### src/agu_pkg.sv
package agu_pkg;

  // data-space map
  localparam logic [15:0] DS_IO_BASE = 16'h0020;
  localparam logic [15:0] DS_SRAM_BASE = 16'h0060;
  localparam logic [15:0] DS_SRAM_END = 16'h00e0;

  // register file and pointer pair locations, low byte of each pair
  localparam int RF_WORDS = 32;
  localparam logic [4:0] PTR_A_LO = 5'h1a;
  localparam logic [4:0] PTR_B_LO = 5'h1c;
  localparam logic [4:0] PTR_C_LO = 5'h1e;
  localparam logic [4:0] PTR_HI_BIT = 5'h01;
  localparam logic [4:0] UPPER_BANK = 5'h10;

  // program memory
  localparam int PC_W = 10;
  localparam int REL_W = 12;
  localparam logic [PC_W-1:0] PC_RESET = 10'h000;
  localparam logic [PC_W-1:0] PC_ONE = 10'h001;
  localparam logic [PC_W-1:0] PC_TWO = 10'h002;

  // internal sram and eeprom geometry
  localparam int SRAM_WORDS = 128;
  localparam int SRAM_AW = 7;
  localparam int EE_AW = 7;
  localparam int IO_AW = 6;

  // value returned by a read above the implemented range
  localparam logic [7:0] UNMAPPED_RD = 8'h00;

  // flag positions in flags_o
  localparam int FLAG_C = 0;
  localparam int FLAG_Z = 1;
  localparam int FLAG_N = 2;

  typedef enum logic [3:0] {
    OP_NOP = 4'h0, OP_ALU = 4'h1, OP_ALU_IMM = 4'h2, OP_LOAD_IMM = 4'h3,
    OP_MULTIPLY = 4'h4, OP_DATA = 4'h5, OP_TABLE_READ = 4'h6, OP_IND_JUMP = 4'h7,
    OP_IND_CALL = 4'h8, OP_REL_JUMP = 4'h9, OP_REL_CALL = 4'ha, OP_EEPROM = 4'hb
  } agu_op_t;

  typedef enum logic [2:0] {
    AM_DIRECT = 3'h0, AM_IO = 3'h1, AM_DISP = 3'h2, AM_IND = 3'h3,
    AM_PREDEC = 3'h4, AM_POSTINC = 3'h5
  } agu_amode_t;

  typedef enum logic [1:0] {
    PTR_SEL_A = 2'h0, PTR_SEL_B = 2'h1, PTR_SEL_C = 2'h2
  } agu_ptr_t;

  typedef enum logic [3:0] {
    ALU_ADD = 4'h0, ALU_ADC = 4'h1, ALU_SUB = 4'h2, ALU_SBC = 4'h3,
    ALU_AND = 4'h4, ALU_OR = 4'h5, ALU_EOR = 4'h6, ALU_MOV = 4'h7,
    ALU_COM = 4'h8, ALU_NEG = 4'h9, ALU_INC = 4'ha, ALU_DEC = 4'hb,
    ALU_LSR = 4'hc, ALU_ROR = 4'hd, ALU_SWAP = 4'he, ALU_CP = 4'hf
  } agu_alu_t;

  typedef enum logic [2:0] {
    TGT_NONE = 3'h0, TGT_RF = 3'h1, TGT_IO = 3'h2, TGT_SRAM = 3'h3,
    TGT_TABLE = 3'h4, TGT_EE = 3'h5
  } agu_tgt_t;

  typedef enum logic [1:0] {
    ST_IDLE = 2'b01,
    ST_ACCESS = 2'b10
  } agu_state_t;

endpackage

### src/agu_core.sv
`timescale 1ns/1ps
// Summary of operation
// - registers 26..31 form pointers a, b, c; odd register is high byte
// - register-to-register alu operation finishes in one clock
// - no multiplier; multiply op flagged illegal and has no effect
// - program counter is 10 bits, 1024 words of 16 bits
// - instructions are one or two words; counter advances by length
// - data addresses: 32 registers, 64 i/o, then 128 sram bytes
// - every addressing mode except i/o direct reaches registers, i/o and sram; i/o direct reaches i/o only
// - direct mode takes its 16-bit address from the second word
// - i/o direct takes a 6-bit i/o address from the instruction
// - displacement is the selected pointer a, b or c plus unsigned 6-bit field
// - plain indirect uses the pointer value unchanged
// - pre-decrement lowers pointer first, uses and keeps new value
// - post-increment uses old value, then raises the pointer
// - table read: pointer c bits 10..1 pick word, bit 0 picks byte
// - indirect jump and call load the counter from pointer c
// - relative jump and call: counter plus signed offset plus one
// - two-register ops read both operands and, except compare, write the destination
// - eeprom is a separate byte-wide space
// - immediate ops only target registers 16..31
// - internal sram access takes two clocks
module agu_core
  import agu_pkg::*;
#(
  parameter int SRAM_DEPTH = SRAM_WORDS
) (
  input wire logic mclk_i,
  input wire logic nrst_i,
  input wire logic op_valid_i,
  input wire agu_op_t op_i,
  input wire agu_amode_t amode_i,
  input wire agu_ptr_t ptr_sel_i,
  input wire agu_alu_t alu_op_i,
  input wire logic store_i,
  input wire logic two_word_i,
  input wire logic [4:0] rd_i,
  input wire logic [4:0] rr_i,
  input wire logic [7:0] imm_i,
  input wire logic [5:0] field6_i,
  input wire logic [15:0] word2_i,
  input wire logic [REL_W-1:0] rel_k_i,
  input wire logic [7:0] io_rdata_i,
  input wire logic [15:0] tbl_rdata_i,
  input wire logic [7:0] ee_rdata_i,
  output logic ready_o,
  output logic done_o,
  output logic illegal_o,
  output logic [PC_W-1:0] pc_o,
  output logic [15:0] data_addr_o,
  output logic [2:0] flags_o,
  output logic [IO_AW-1:0] io_addr_o,
  output logic [7:0] io_wdata_o,
  output logic io_we_o,
  output logic io_re_o,
  output logic [PC_W-1:0] tbl_addr_o,
  output logic [EE_AW-1:0] ee_addr_o,
  output logic [7:0] ee_wdata_o,
  output logic ee_we_o,
  output logic ee_re_o
);

  agu_state_t state_q, state_d;
  logic [7:0] rf_q [RF_WORDS];
  logic [PC_W-1:0] pc_q, pc_d, tbl_addr_q, tbl_addr_d;
  logic [15:0] addr_q, addr_d;
  logic [2:0] flags_q, flags_d;
  agu_tgt_t tgt_q, tgt_d;
  logic store_q, store_d, tbl_hi_q, tbl_hi_d;
  logic [4:0] reg_q, reg_d;
  logic done_q, done_d, illegal_q, illegal_d;
  logic [IO_AW-1:0] io_addr_q, io_addr_d;
  logic [7:0] io_wdata_q, io_wdata_d, ee_wdata_q, ee_wdata_d;
  logic io_we_q, io_we_d, io_re_q, io_re_d, ee_we_q, ee_we_d, ee_re_q, ee_re_d;
  logic [EE_AW-1:0] ee_addr_q, ee_addr_d;
  // register-file write ports: a for a byte or pointer low, b for pointer high
  logic wa_en, wb_en, sram_we;
  logic [4:0] wa_addr, wb_addr;
  logic [7:0] wa_data, wb_data, sram_rdata;
  logic [SRAM_AW-1:0] sram_addr;
  function automatic logic [4:0] ptr_lo(input agu_ptr_t sel);
    ptr_lo = (sel == PTR_SEL_A) ? PTR_A_LO : (sel == PTR_SEL_B) ? PTR_B_LO : PTR_C_LO;
  endfunction
  // the odd register of each pair is the high byte
  function automatic logic [15:0] ptr_val(input agu_ptr_t sel);
    ptr_val = {rf_q[ptr_lo(sel) | PTR_HI_BIT], rf_q[ptr_lo(sel)]};
  endfunction
  function automatic agu_tgt_t decode(input logic [15:0] a);
    if (a < DS_IO_BASE) decode = TGT_RF;
    else if (a < DS_SRAM_BASE) decode = TGT_IO;
    else if (a < DS_SRAM_END) decode = TGT_SRAM;
    else decode = TGT_NONE;
  endfunction
  // returns {carry, result}
  function automatic logic [8:0] alu_fn(input agu_alu_t op, input logic [7:0] a,
                                        input logic [7:0] b, input logic cin);
    case (op)
      ALU_ADD: alu_fn = {1'b0, a} + {1'b0, b};
      ALU_ADC: alu_fn = {1'b0, a} + {1'b0, b} + {8'h00, cin};
      ALU_SUB, ALU_CP: alu_fn = {1'b0, a} - {1'b0, b};
      ALU_SBC: alu_fn = {1'b0, a} - {1'b0, b} - {8'h00, cin};
      ALU_AND: alu_fn = {cin, a & b};
      ALU_OR: alu_fn = {cin, a | b};
      ALU_EOR: alu_fn = {cin, a ^ b};
      ALU_MOV: alu_fn = {cin, b};
      ALU_COM: alu_fn = {1'b1, ~a};
      ALU_NEG: alu_fn = 9'h000 - {1'b0, a};
      ALU_INC: alu_fn = {cin, a + 8'h01};
      ALU_DEC: alu_fn = {cin, a - 8'h01};
      ALU_LSR: alu_fn = {a[0], 1'b0, a[7:1]};
      ALU_ROR: alu_fn = {a[0], cin, a[7:1]};
      ALU_SWAP: alu_fn = {cin, a[3:0], a[7:4]};
      default: alu_fn = {cin, a};
    endcase
  endfunction
  // sram address is presented in the accept cycle so the registered read
  // data is ready one clock later, giving the two-clock access
  assign sram_addr = (state_q == ST_IDLE) ? addr_d[SRAM_AW-1:0]
                                          : addr_q[SRAM_AW-1:0];
  assign sram_we = (state_q == ST_ACCESS) && store_q && (tgt_q == TGT_SRAM);
  agu_sram #(.WIDTH(8), .DEPTH(SRAM_DEPTH), .AW(SRAM_AW)) u_sram (
    .mclk_i(mclk_i),
    .we_i(sram_we),
    .addr_i(sram_addr),
    .wdata_i(rf_q[reg_q]),
    .rdata_o(sram_rdata)
  );
  always_comb begin
    logic [15:0] ptr, ea;
    logic [8:0] res;
    logic [4:0] dst;
    logic [7:0] opb, rdv;
    ptr = ptr_val(ptr_sel_i);
    ea = 16'h0000;
    res = 9'h000;
    dst = rd_i;
    opb = rf_q[rr_i];
    rdv = UNMAPPED_RD;
    state_d = state_q;
    pc_d = pc_q;
    addr_d = addr_q;
    flags_d = flags_q;
    tgt_d = tgt_q;
    store_d = store_q;
    reg_d = reg_q;
    done_d = 1'b0;
    illegal_d = 1'b0;
    io_addr_d = io_addr_q;
    io_wdata_d = io_wdata_q;
    io_we_d = 1'b0;
    io_re_d = 1'b0;
    tbl_addr_d = tbl_addr_q;
    tbl_hi_d = tbl_hi_q;
    ee_addr_d = ee_addr_q;
    ee_wdata_d = ee_wdata_q;
    ee_we_d = 1'b0;
    ee_re_d = 1'b0;
    wa_en = 1'b0;
    wa_addr = rd_i;
    wa_data = 8'h00;
    wb_en = 1'b0;
    wb_addr = rd_i;
    wb_data = 8'h00;
    case (state_q)
      ST_IDLE: begin
        if (op_valid_i) begin
          // next sequential word, one or two words on
          pc_d = pc_q + (two_word_i ? PC_TWO : PC_ONE);
          case (op_i)
            OP_ALU, OP_ALU_IMM: begin
              dst = (op_i == OP_ALU_IMM) ? (UPPER_BANK | rd_i) : rd_i;
              opb = (op_i == OP_ALU_IMM) ? imm_i : rf_q[rr_i];
              res = alu_fn(alu_op_i, rf_q[dst], opb, flags_q[FLAG_C]);
              flags_d[FLAG_C] = res[8];
              flags_d[FLAG_Z] = (res[7:0] == 8'h00);
              flags_d[FLAG_N] = res[7];
              wa_en = (alu_op_i != ALU_CP);
              wa_addr = dst;
              wa_data = res[7:0];
              done_d = 1'b1;
            end
            OP_LOAD_IMM: begin
              wa_en = 1'b1;
              wa_addr = UPPER_BANK | rd_i;
              wa_data = imm_i;
              done_d = 1'b1;
            end
            OP_MULTIPLY: begin
              illegal_d = 1'b1;
              done_d = 1'b1;
            end
            OP_DATA: begin
              case (amode_i)
                AM_DIRECT: ea = word2_i;
                AM_IO: ea = DS_IO_BASE + {10'h000, field6_i};
                AM_DISP: ea = ptr + {10'h000, field6_i};
                AM_PREDEC: ea = ptr - 16'h0001;
                default: ea = ptr;
              endcase
              if (amode_i == AM_PREDEC || amode_i == AM_POSTINC) begin
                wa_en = 1'b1;
                wb_en = 1'b1;
                wa_addr = ptr_lo(ptr_sel_i);
                wb_addr = ptr_lo(ptr_sel_i) | PTR_HI_BIT;
                {wb_data, wa_data} = (amode_i == AM_PREDEC) ? ea
                                                            : ptr + 16'h0001;
              end
              addr_d = ea;
              tgt_d = decode(ea);
              store_d = store_i;
              reg_d = rd_i;
              io_addr_d = IO_AW'(ea - DS_IO_BASE);
              io_wdata_d = rf_q[rd_i];
              io_we_d = store_i && (tgt_d == TGT_IO);
              io_re_d = !store_i && (tgt_d == TGT_IO);
              state_d = ST_ACCESS;
            end
            OP_TABLE_READ: begin
              ptr = ptr_val(PTR_SEL_C);
              tbl_addr_d = ptr[PC_W:1];
              tbl_hi_d = ptr[0];
              tgt_d = TGT_TABLE;
              store_d = 1'b0;
              reg_d = rd_i;
              state_d = ST_ACCESS;
            end
            OP_IND_JUMP, OP_IND_CALL: begin
              ptr = ptr_val(PTR_SEL_C);
              pc_d = ptr[PC_W-1:0];
              done_d = 1'b1;
            end
            OP_REL_JUMP, OP_REL_CALL: begin
              // wraps modulo the program space
              pc_d = pc_q + rel_k_i[PC_W-1:0] + PC_ONE;
              done_d = 1'b1;
            end
            OP_EEPROM: begin
              ee_addr_d = imm_i[EE_AW-1:0];
              ee_wdata_d = rf_q[rd_i];
              ee_we_d = store_i;
              ee_re_d = !store_i;
              tgt_d = TGT_EE;
              store_d = store_i;
              reg_d = rd_i;
              state_d = ST_ACCESS;
            end
            default: done_d = 1'b1;
          endcase
        end
      end
      ST_ACCESS: begin
        case (tgt_q)
          TGT_RF: rdv = rf_q[addr_q[4:0]];
          TGT_IO: rdv = io_rdata_i;
          TGT_SRAM: rdv = sram_rdata;
          TGT_TABLE: rdv = tbl_hi_q ? tbl_rdata_i[15:8] : tbl_rdata_i[7:0];
          TGT_EE: rdv = ee_rdata_i;
          default: rdv = UNMAPPED_RD;
        endcase
        // a store above the sram range falls through here and writes nothing
        wa_en = !store_q || (tgt_q == TGT_RF);
        wa_addr = store_q ? addr_q[4:0] : reg_q;
        wa_data = store_q ? rf_q[reg_q] : rdv;
        done_d = 1'b1;
        state_d = ST_IDLE;
      end
      default: state_d = ST_IDLE;
    endcase
  end
  always_ff @(posedge mclk_i or negedge nrst_i) begin
    if (!nrst_i) begin
      state_q <= ST_IDLE;
      pc_q <= PC_RESET;
      addr_q <= 16'h0000;
      flags_q <= 3'h0;
      tgt_q <= TGT_NONE;
      store_q <= 1'b0;
      reg_q <= 5'h00;
      done_q <= 1'b0;
      illegal_q <= 1'b0;
      io_addr_q <= '0;
      io_wdata_q <= 8'h00;
      io_we_q <= 1'b0;
      io_re_q <= 1'b0;
      tbl_addr_q <= '0;
      tbl_hi_q <= 1'b0;
      ee_addr_q <= '0;
      ee_wdata_q <= 8'h00;
      ee_we_q <= 1'b0;
      ee_re_q <= 1'b0;
      for (int i = 0; i < RF_WORDS; i++) begin
        rf_q[i] <= 8'h00;
      end
    end else begin
      state_q <= state_d;
      pc_q <= pc_d;
      addr_q <= addr_d;
      flags_q <= flags_d;
      tgt_q <= tgt_d;
      store_q <= store_d;
      reg_q <= reg_d;
      done_q <= done_d;
      illegal_q <= illegal_d;
      io_addr_q <= io_addr_d;
      io_wdata_q <= io_wdata_d;
      io_we_q <= io_we_d;
      io_re_q <= io_re_d;
      tbl_addr_q <= tbl_addr_d;
      tbl_hi_q <= tbl_hi_d;
      ee_addr_q <= ee_addr_d;
      ee_wdata_q <= ee_wdata_d;
      ee_we_q <= ee_we_d;
      ee_re_q <= ee_re_d;
      if (wa_en) rf_q[wa_addr] <= wa_data;
      if (wb_en) rf_q[wb_addr] <= wb_data;
    end
  end
  assign ready_o = state_q[0];
  assign done_o = done_q;
  assign illegal_o = illegal_q;
  assign pc_o = pc_q;
  assign data_addr_o = addr_q;
  assign flags_o = flags_q;
  assign io_addr_o = io_addr_q;
  assign io_wdata_o = io_wdata_q;
  assign io_we_o = io_we_q;
  assign io_re_o = io_re_q;
  assign tbl_addr_o = tbl_addr_q;
  assign ee_addr_o = ee_addr_q;
  assign ee_wdata_o = ee_wdata_q;
  assign ee_we_o = ee_we_q;
  assign ee_re_o = ee_re_q;
endmodule // agu_core

### src/agu_sram.sv
`timescale 1ns/1ps
// single-port byte memory; read data always comes out of a register
module agu_sram #(
  parameter int WIDTH = 8,
  parameter int DEPTH = 128,
  parameter int AW = 7
) (
  input wire logic mclk_i,
  input wire logic we_i,
  input wire logic [AW-1:0] addr_i,
  input wire logic [WIDTH-1:0] wdata_i,
  output logic [WIDTH-1:0] rdata_o
);

  logic [WIDTH-1:0] mem_q [DEPTH];
  logic [WIDTH-1:0] rdata_q;

  // no reset on the array: contents are undefined at power-up as in any sram
  always_ff @(posedge mclk_i) begin
    if (we_i) begin
      mem_q[addr_i] <= wdata_i;
    end
    rdata_q <= mem_q[addr_i];
  end

  assign rdata_o = rdata_q;

endmodule // agu_sram

### config.mk
export PLATFORM = sky130hd
export DESIGN_NAME = agu_core
export DESIGN_NICKNAME = d
export VERILOG_FILES = /design/src/agu_pkg.sv /design/src/agu_core.sv /design/src/agu_sram.sv
export SDC_FILE = /design/constraint.sdc
export NUM_CORES = 2
export LEC_CHECK = 0
export BUFFER_PORTS_ARGS = -buffer_cell sky130_fd_sc_hd__buf_2
export CAP_MARGIN = 20
export CORE_UTILIZATION = 25
export DETAILED_ROUTE_END_ITERATION = 10
export HOLD_SLACK_MARGIN = 0.05
export PLACE_DENSITY = 0.4
export RECOVER_POWER = 50
export SKIP_CTS_REPAIR_TIMING = 1
export SYNTH_ARGS = -nofsm -noshare
export SYNTH_HDL_FRONTEND = slang
export SYNTH_SLANG_ARGS = --single-unit
### constraint.sdc
create_clock -name mclk_i -period 9.8 [get_ports mclk_i]
set_clock_uncertainty 0.05 [all_clocks]
set_input_delay 0.49 -clock mclk_i [delete_from_list [all_inputs] [get_ports mclk_i]]
set_output_delay 0.49 -clock mclk_i [all_outputs]
set_load 0.01 [all_outputs]
==> results by stage <==
Run status:
- The run finished, with violations left.
- The checks that failed: capacitance limit, slew limit.

Detailed routing:
- In the routed design, unresolved DRC markers number 0.
- The per-cell routed wire length is 32.8 um.
- The detail route stage leaves a number of antenna-violating nets equal to 0.
- Wire segments on met2 add up to ~130,000 um in the final route.
- The number of DRC violations after detailed-routing iteration 0 is ~6,000.
- The top layer used by detailed routing is met5.
- After detailed routing, the met3 layer carries between 20,000 and 25,000 um of wire.
- The ratio of routed vias to standard cells is around 5.5.
- Summing over every cut layer, the via total after detailed routing is 49,000.
- The final wirelength is 290,000 um.
- The detailed-routing wirelength on met1 is about 130,000 um.
- The total iterations of the first detailed-routing run is 6.

Power:
- The share of total power dissipated in the clock network is 32.0%.
- The analysis attributes to net switching a power of just under 7000 uW.
- The internal portion of the total power is approximately 12,000 uW.
- Combinational cells account for 31.5% of the total power.
- The worst vdd rail ir drop is 0.000182 V.
- In this run switching power makes up between 30 and 40% of total power.
- For this design the static power due to leakage is roughly 0.026 uW.
- In this run, flip-flops and latches consume roughly 37% of the power.
- The total power per unit cell area is around 240 nW/um^2.

Job:
- The total of max-cap violations is 28.

Global routing:
- The wire length of the first global-routing pass is roughly 400,000 um.
- Global routing used between 20% and 30% of the available tracks across all layers.
- The pin count of the biggest net entering global routing is 98.
- The number of global-route vias before repair is 47,700.
- After global routing the overflow that remains totals 0.
- The initial antenna violation count is 21.

Synth:
- The area share of xor/xnor cells in the synthesized design is less than 1%.
- The synthesized-area fraction occupied by ao, oa, aoi and oai cells is between 10 and 15%.
- The most repeated cell in the gate-level netlist after synthesis is sky130_fd_sc_hd__edfxtp_1.
- The predominant post-synthesis flop cell is sky130_fd_sc_hd__edfxtp_1.
- The number of nets handed over by synthesis was 5,184.
- The synthesized area is between 60,000 and 70,000 sq um.
- The simple-gate share of the synthesized area is 8.01%.
- Ranked by instance count, the synthesized netlist is headed by sky130_fd_sc_hd__edfxtp_1, sky130_fd_sc_hd__dfrtp_1, sky130_fd_sc_hd__nand2_1.
- Multiplexer cells account for between 10% and 20% of the synthesized area.
- The warning count from the yosys run is 0.
- The count of flip-flops with a built-in enable after synthesis is 1,024.
- The post-synthesis share of cell area spent on full adders, half adders and majority gates is 1.42%.
- Ranked by total cell area, the synthesized netlist is headed by sky130_fd_sc_hd__edfxtp_1, sky130_fd_sc_hd__dfrtp_1, sky130_fd_sc_hd__mux4_2.
- The register area share after synthesis is between 50% and 60%.
- The number of register bits inferred by synthesis is 1,374.
- The library cell with the largest summed area after synthesis is sky130_fd_sc_hd__edfxtp_1.
- The largest family of logic cells by synthesized area is multiplexers.
- After synthesis, the largest area contributor takes up between 40% and 50% of total cell area.
- The number of instances in the synthesized netlist is between 5,000 and 6,000.
- A synthesized cell averages about 14 sq um.
- Counting flops with an async set or reset pin after synthesis yields a share of ~25%.
- The number of library cell types mapped by synthesis is approximately 100.

STA:
- The final-report max-slew violation count is around 1,500.
- The worst hold slack is roughly 19 ps.
- At the pin with the least slew margin, the transition time is between 5000 and 6000 ps.
- Setup repair after global routing left no endpoint under its margin.
- The normalized max-slew margin is -287%.
- The clock period could shrink to roughly 8100 ps.
- The setup TNS is 0 ps.
- The number of hold violations in the final report came to 0.
- The share of the cycle needed by the critical path after routing is 82.1%.
- The final-report setup violation count is 0.
- For this run, the top clock speed supported by timing is roughly 120 MHz.

Setup path:
- Of all nets on the critical path, the largest fanout is 54.
- The setup path with the least slack is of type flip-flop to flip-flop.
- The worst setup path is captured at a flip-flop.
- The maximum cell stage delay along the critical path is approximately 1700 ps.
- For the worst setup path, the data required time is 10,450 ps.
- The startpoint type of the worst setup path is a flip-flop.
- The signal on the critical path passes through ha_1 -> and2_0 -> nand2_2 -> clkbuf_1 -> nand2_1 -> nand2_1 -> o21ai_2 -> buf_4 -> inv_1 -> clkbuf_1 -> a2111oi_0 -> a2111oi_0 -> or4b_1 -> nand4b_1.
- For this design, the slowest cell found on the critical path is sky130_fd_sc_hd__clkbuf_1.
- The total buffers and inverters traversed by the critical path is 4.
- The arrival time reported for the critical path endpoint is 8700 ps.
- Among cell families on the critical path, the largest total delay comes from buffers and inverters.
- The register-to-register path setup slack is between 1500 and 2000 ps.

Worst hold path:
- The worst hold path belongs to the class input port to flip-flop.

Clock tree:
- The clock-pin slew on the worst setup and hold paths is about 60 ps.
- Clock tree synthesis found a total of roughly 1,400 sinks.
- The buffer type at the clock tree root is sky130_fd_sc_hd__clkbuf_16.
- Clock latency on the worst-skew pair, taken at its later pin, is just under 900 ps.
- The number of buffers between clock root and the deepest sink is 4.
- The TritonCTS clock tree is built.
- The number of buffers added by the clock tree synthesis step is between 150 and 200.
- The H-tree level count is 4.

Die:
- The total die area is 274,000 sq um.
- The total area inside the core boundary comes to about 270,000 sq um.
- The height of the die is ~520 um.
- In this run the count of I/O pins placed on the die edge is ~180.
- The number of standard-cell rows in the floorplan is approximately 190.
- The die boundary width is 523 um.
- The initial cell density of the core is 25.1%.

Layout:
- The post-synthesis to final-layout area growth is 15.2%.
- The final net count is roughly 5,300.
- The fraction of layout cells with a size suffix above 1 is 21.4%.
- Fill cells in the final layout number approximately 28,000.

Place:
- The estimated wirelength of the detail-placed design is 194,000 um.
- Port buffering added between 150 and 200 buffers.
- At the end of routability-driven placement, the weighted congestion stood at 0.903.
[placed cells by master, fill, tap and decap left out, types with 30 or more instances in the layout]
| cell type | n |
|---|---|
| sky130_fd_sc_hd__edfxtp_1 | 1024 |
| sky130_fd_sc_hd__dfrtp_1 | 339 |
| sky130_fd_sc_hd__nand2_1 | 315 |
| sky130_fd_sc_hd__mux2_2 | 303 |
| sky130_fd_sc_hd__nor2_1 | 282 |
| sky130_fd_sc_hd__mux4_2 | 261 |
| sky130_fd_sc_hd__a22oi_1 | 245 |
| sky130_fd_sc_hd__o21ai_0 | 173 |
| sky130_fd_sc_hd__clkbuf_16 | 166 |
| sky130_fd_sc_hd__a21oi_1 | 146 |
| sky130_fd_sc_hd__mux2i_1 | 142 |
| sky130_fd_sc_hd__buf_4 | 137 |
| sky130_fd_sc_hd__clkbuf_1 | 127 |
| sky130_fd_sc_hd__nand3_1 | 110 |
| sky130_fd_sc_hd__buf_2 | 100 |
| sky130_fd_sc_hd__a31oi_1 | 93 |
| sky130_fd_sc_hd__a221oi_1 | 87 |
| sky130_fd_sc_hd__inv_1 | 80 |
| sky130_fd_sc_hd__a22o_1 | 77 |
| sky130_fd_sc_hd__ha_1 | 66 |
| sky130_fd_sc_hd__and3_1 | 63 |
| sky130_fd_sc_hd__o22ai_1 | 51 |
| sky130_fd_sc_hd__nor3_1 | 47 |
| sky130_fd_sc_hd__nand4_1 | 45 |
| sky130_fd_sc_hd__nand2b_1 | 36 |
| sky130_fd_sc_hd__and4_1 | 35 |
| sky130_fd_sc_hd__nor2b_1 | 33 |
| sky130_fd_sc_hd__clkinv_1 | 33 |
| sky130_fd_sc_hd__xnor2_1 | 32 |
| sky130_fd_sc_hd__nor4_1 | 31 |
| sky130_fd_sc_hd__o211ai_1 | 30 |
[power groups by stage]
stage,registers (uW),clock network (uW),logic [uW]
CTS,6830,6110,5890
detailed placement,6950,0,5870
global placement,6940,0,5850
global route,6860,6310,6190
floorplan,6740,0,3290
finish,6840,6000,5910
[final cells by class]
class                      instances  area (sq um)  share of cell area, %
antenna                           11          27.5                 0.0352
inverter                          89           337                  0.430
clock buffer                     221          4450                   5.68
tap                             3570          4470                   5.70
timing repair buffer             344          2140                   2.73
multi-input combinational       3184         26800                   34.2
clock inverter                    62           604                  0.772
sequential                      1374         39500                   50.4
[worst reg2reg max path: cells and delay by family (launching register included)]
kind	cells	cell delay (ps)
flops	1	410
fa+ha+maj	1	350
simple gates	6	2440
compound gates	3	1540
buf+inv	4	3180
[metal layers]
metal,vias to the layer above,track usage [%]
li1,20400,-
met1,26100,28.5
met2,2104,32.5
met3,452,3.90
met4,4,7.68
met5,-,0
[logic make-up (layout without fill, tap and decap cells)]
family	count (synthesis)	after routing
AO/OA/AOI/OAI	1216	1216
XOR/XNOR	57	57
adder cells (fa/ha/maj)	74	74
buffers and inverters	452	716
flip-flops	1374	1374
multiplexers	720	720
other	0	11
AND/OR/NAND/NOR	1117	1117
[flip-flops by register name (all words and copies together), names as in the netlist, 6 cells and up, named ones only]
name            count
u_sram.mem_q     1024
rf_q              256
pc_o               10
tbl_addr_o         10
data_addr_o         9
ee_wdata_o          8
io_wdata_o          8
u_sram.rdata_o      8
ee_addr_o           7
io_addr_o           6
[metrics by stage]
step	instance area [sq um]	worst slack, ps	utilization [%]	instances	total power, uW
finish	78300	1750	28.9	8855	18700
detailed placement	73400	2130	27.1	8555	12800
global route	78300	1360	28.9	8845	19400
global placement	73300	2130	27.1	8548	12800
floorplan	68000	3800	-	5010	10000
CTS	78400	2660	29.0	8838	18800
[worst paths after layout]
kind	startpoint	endpoint	cells after the start
min in group asynchronous	nrst_i	tbl_addr_o[4]	2
max	state_q[0]	u_sram.rdata_o[6]	14
min reg2reg	io_wdata_o[6]	io_wdata_o[6]	2
min	rel_k_i[9]	pc_o[9]	4
max reg2reg	state_q[0]	u_sram.rdata_o[6]	14
max in group asynchronous	nrst_i	async pin	3
No activity file was read; power rests on OpenSTA's default activity.
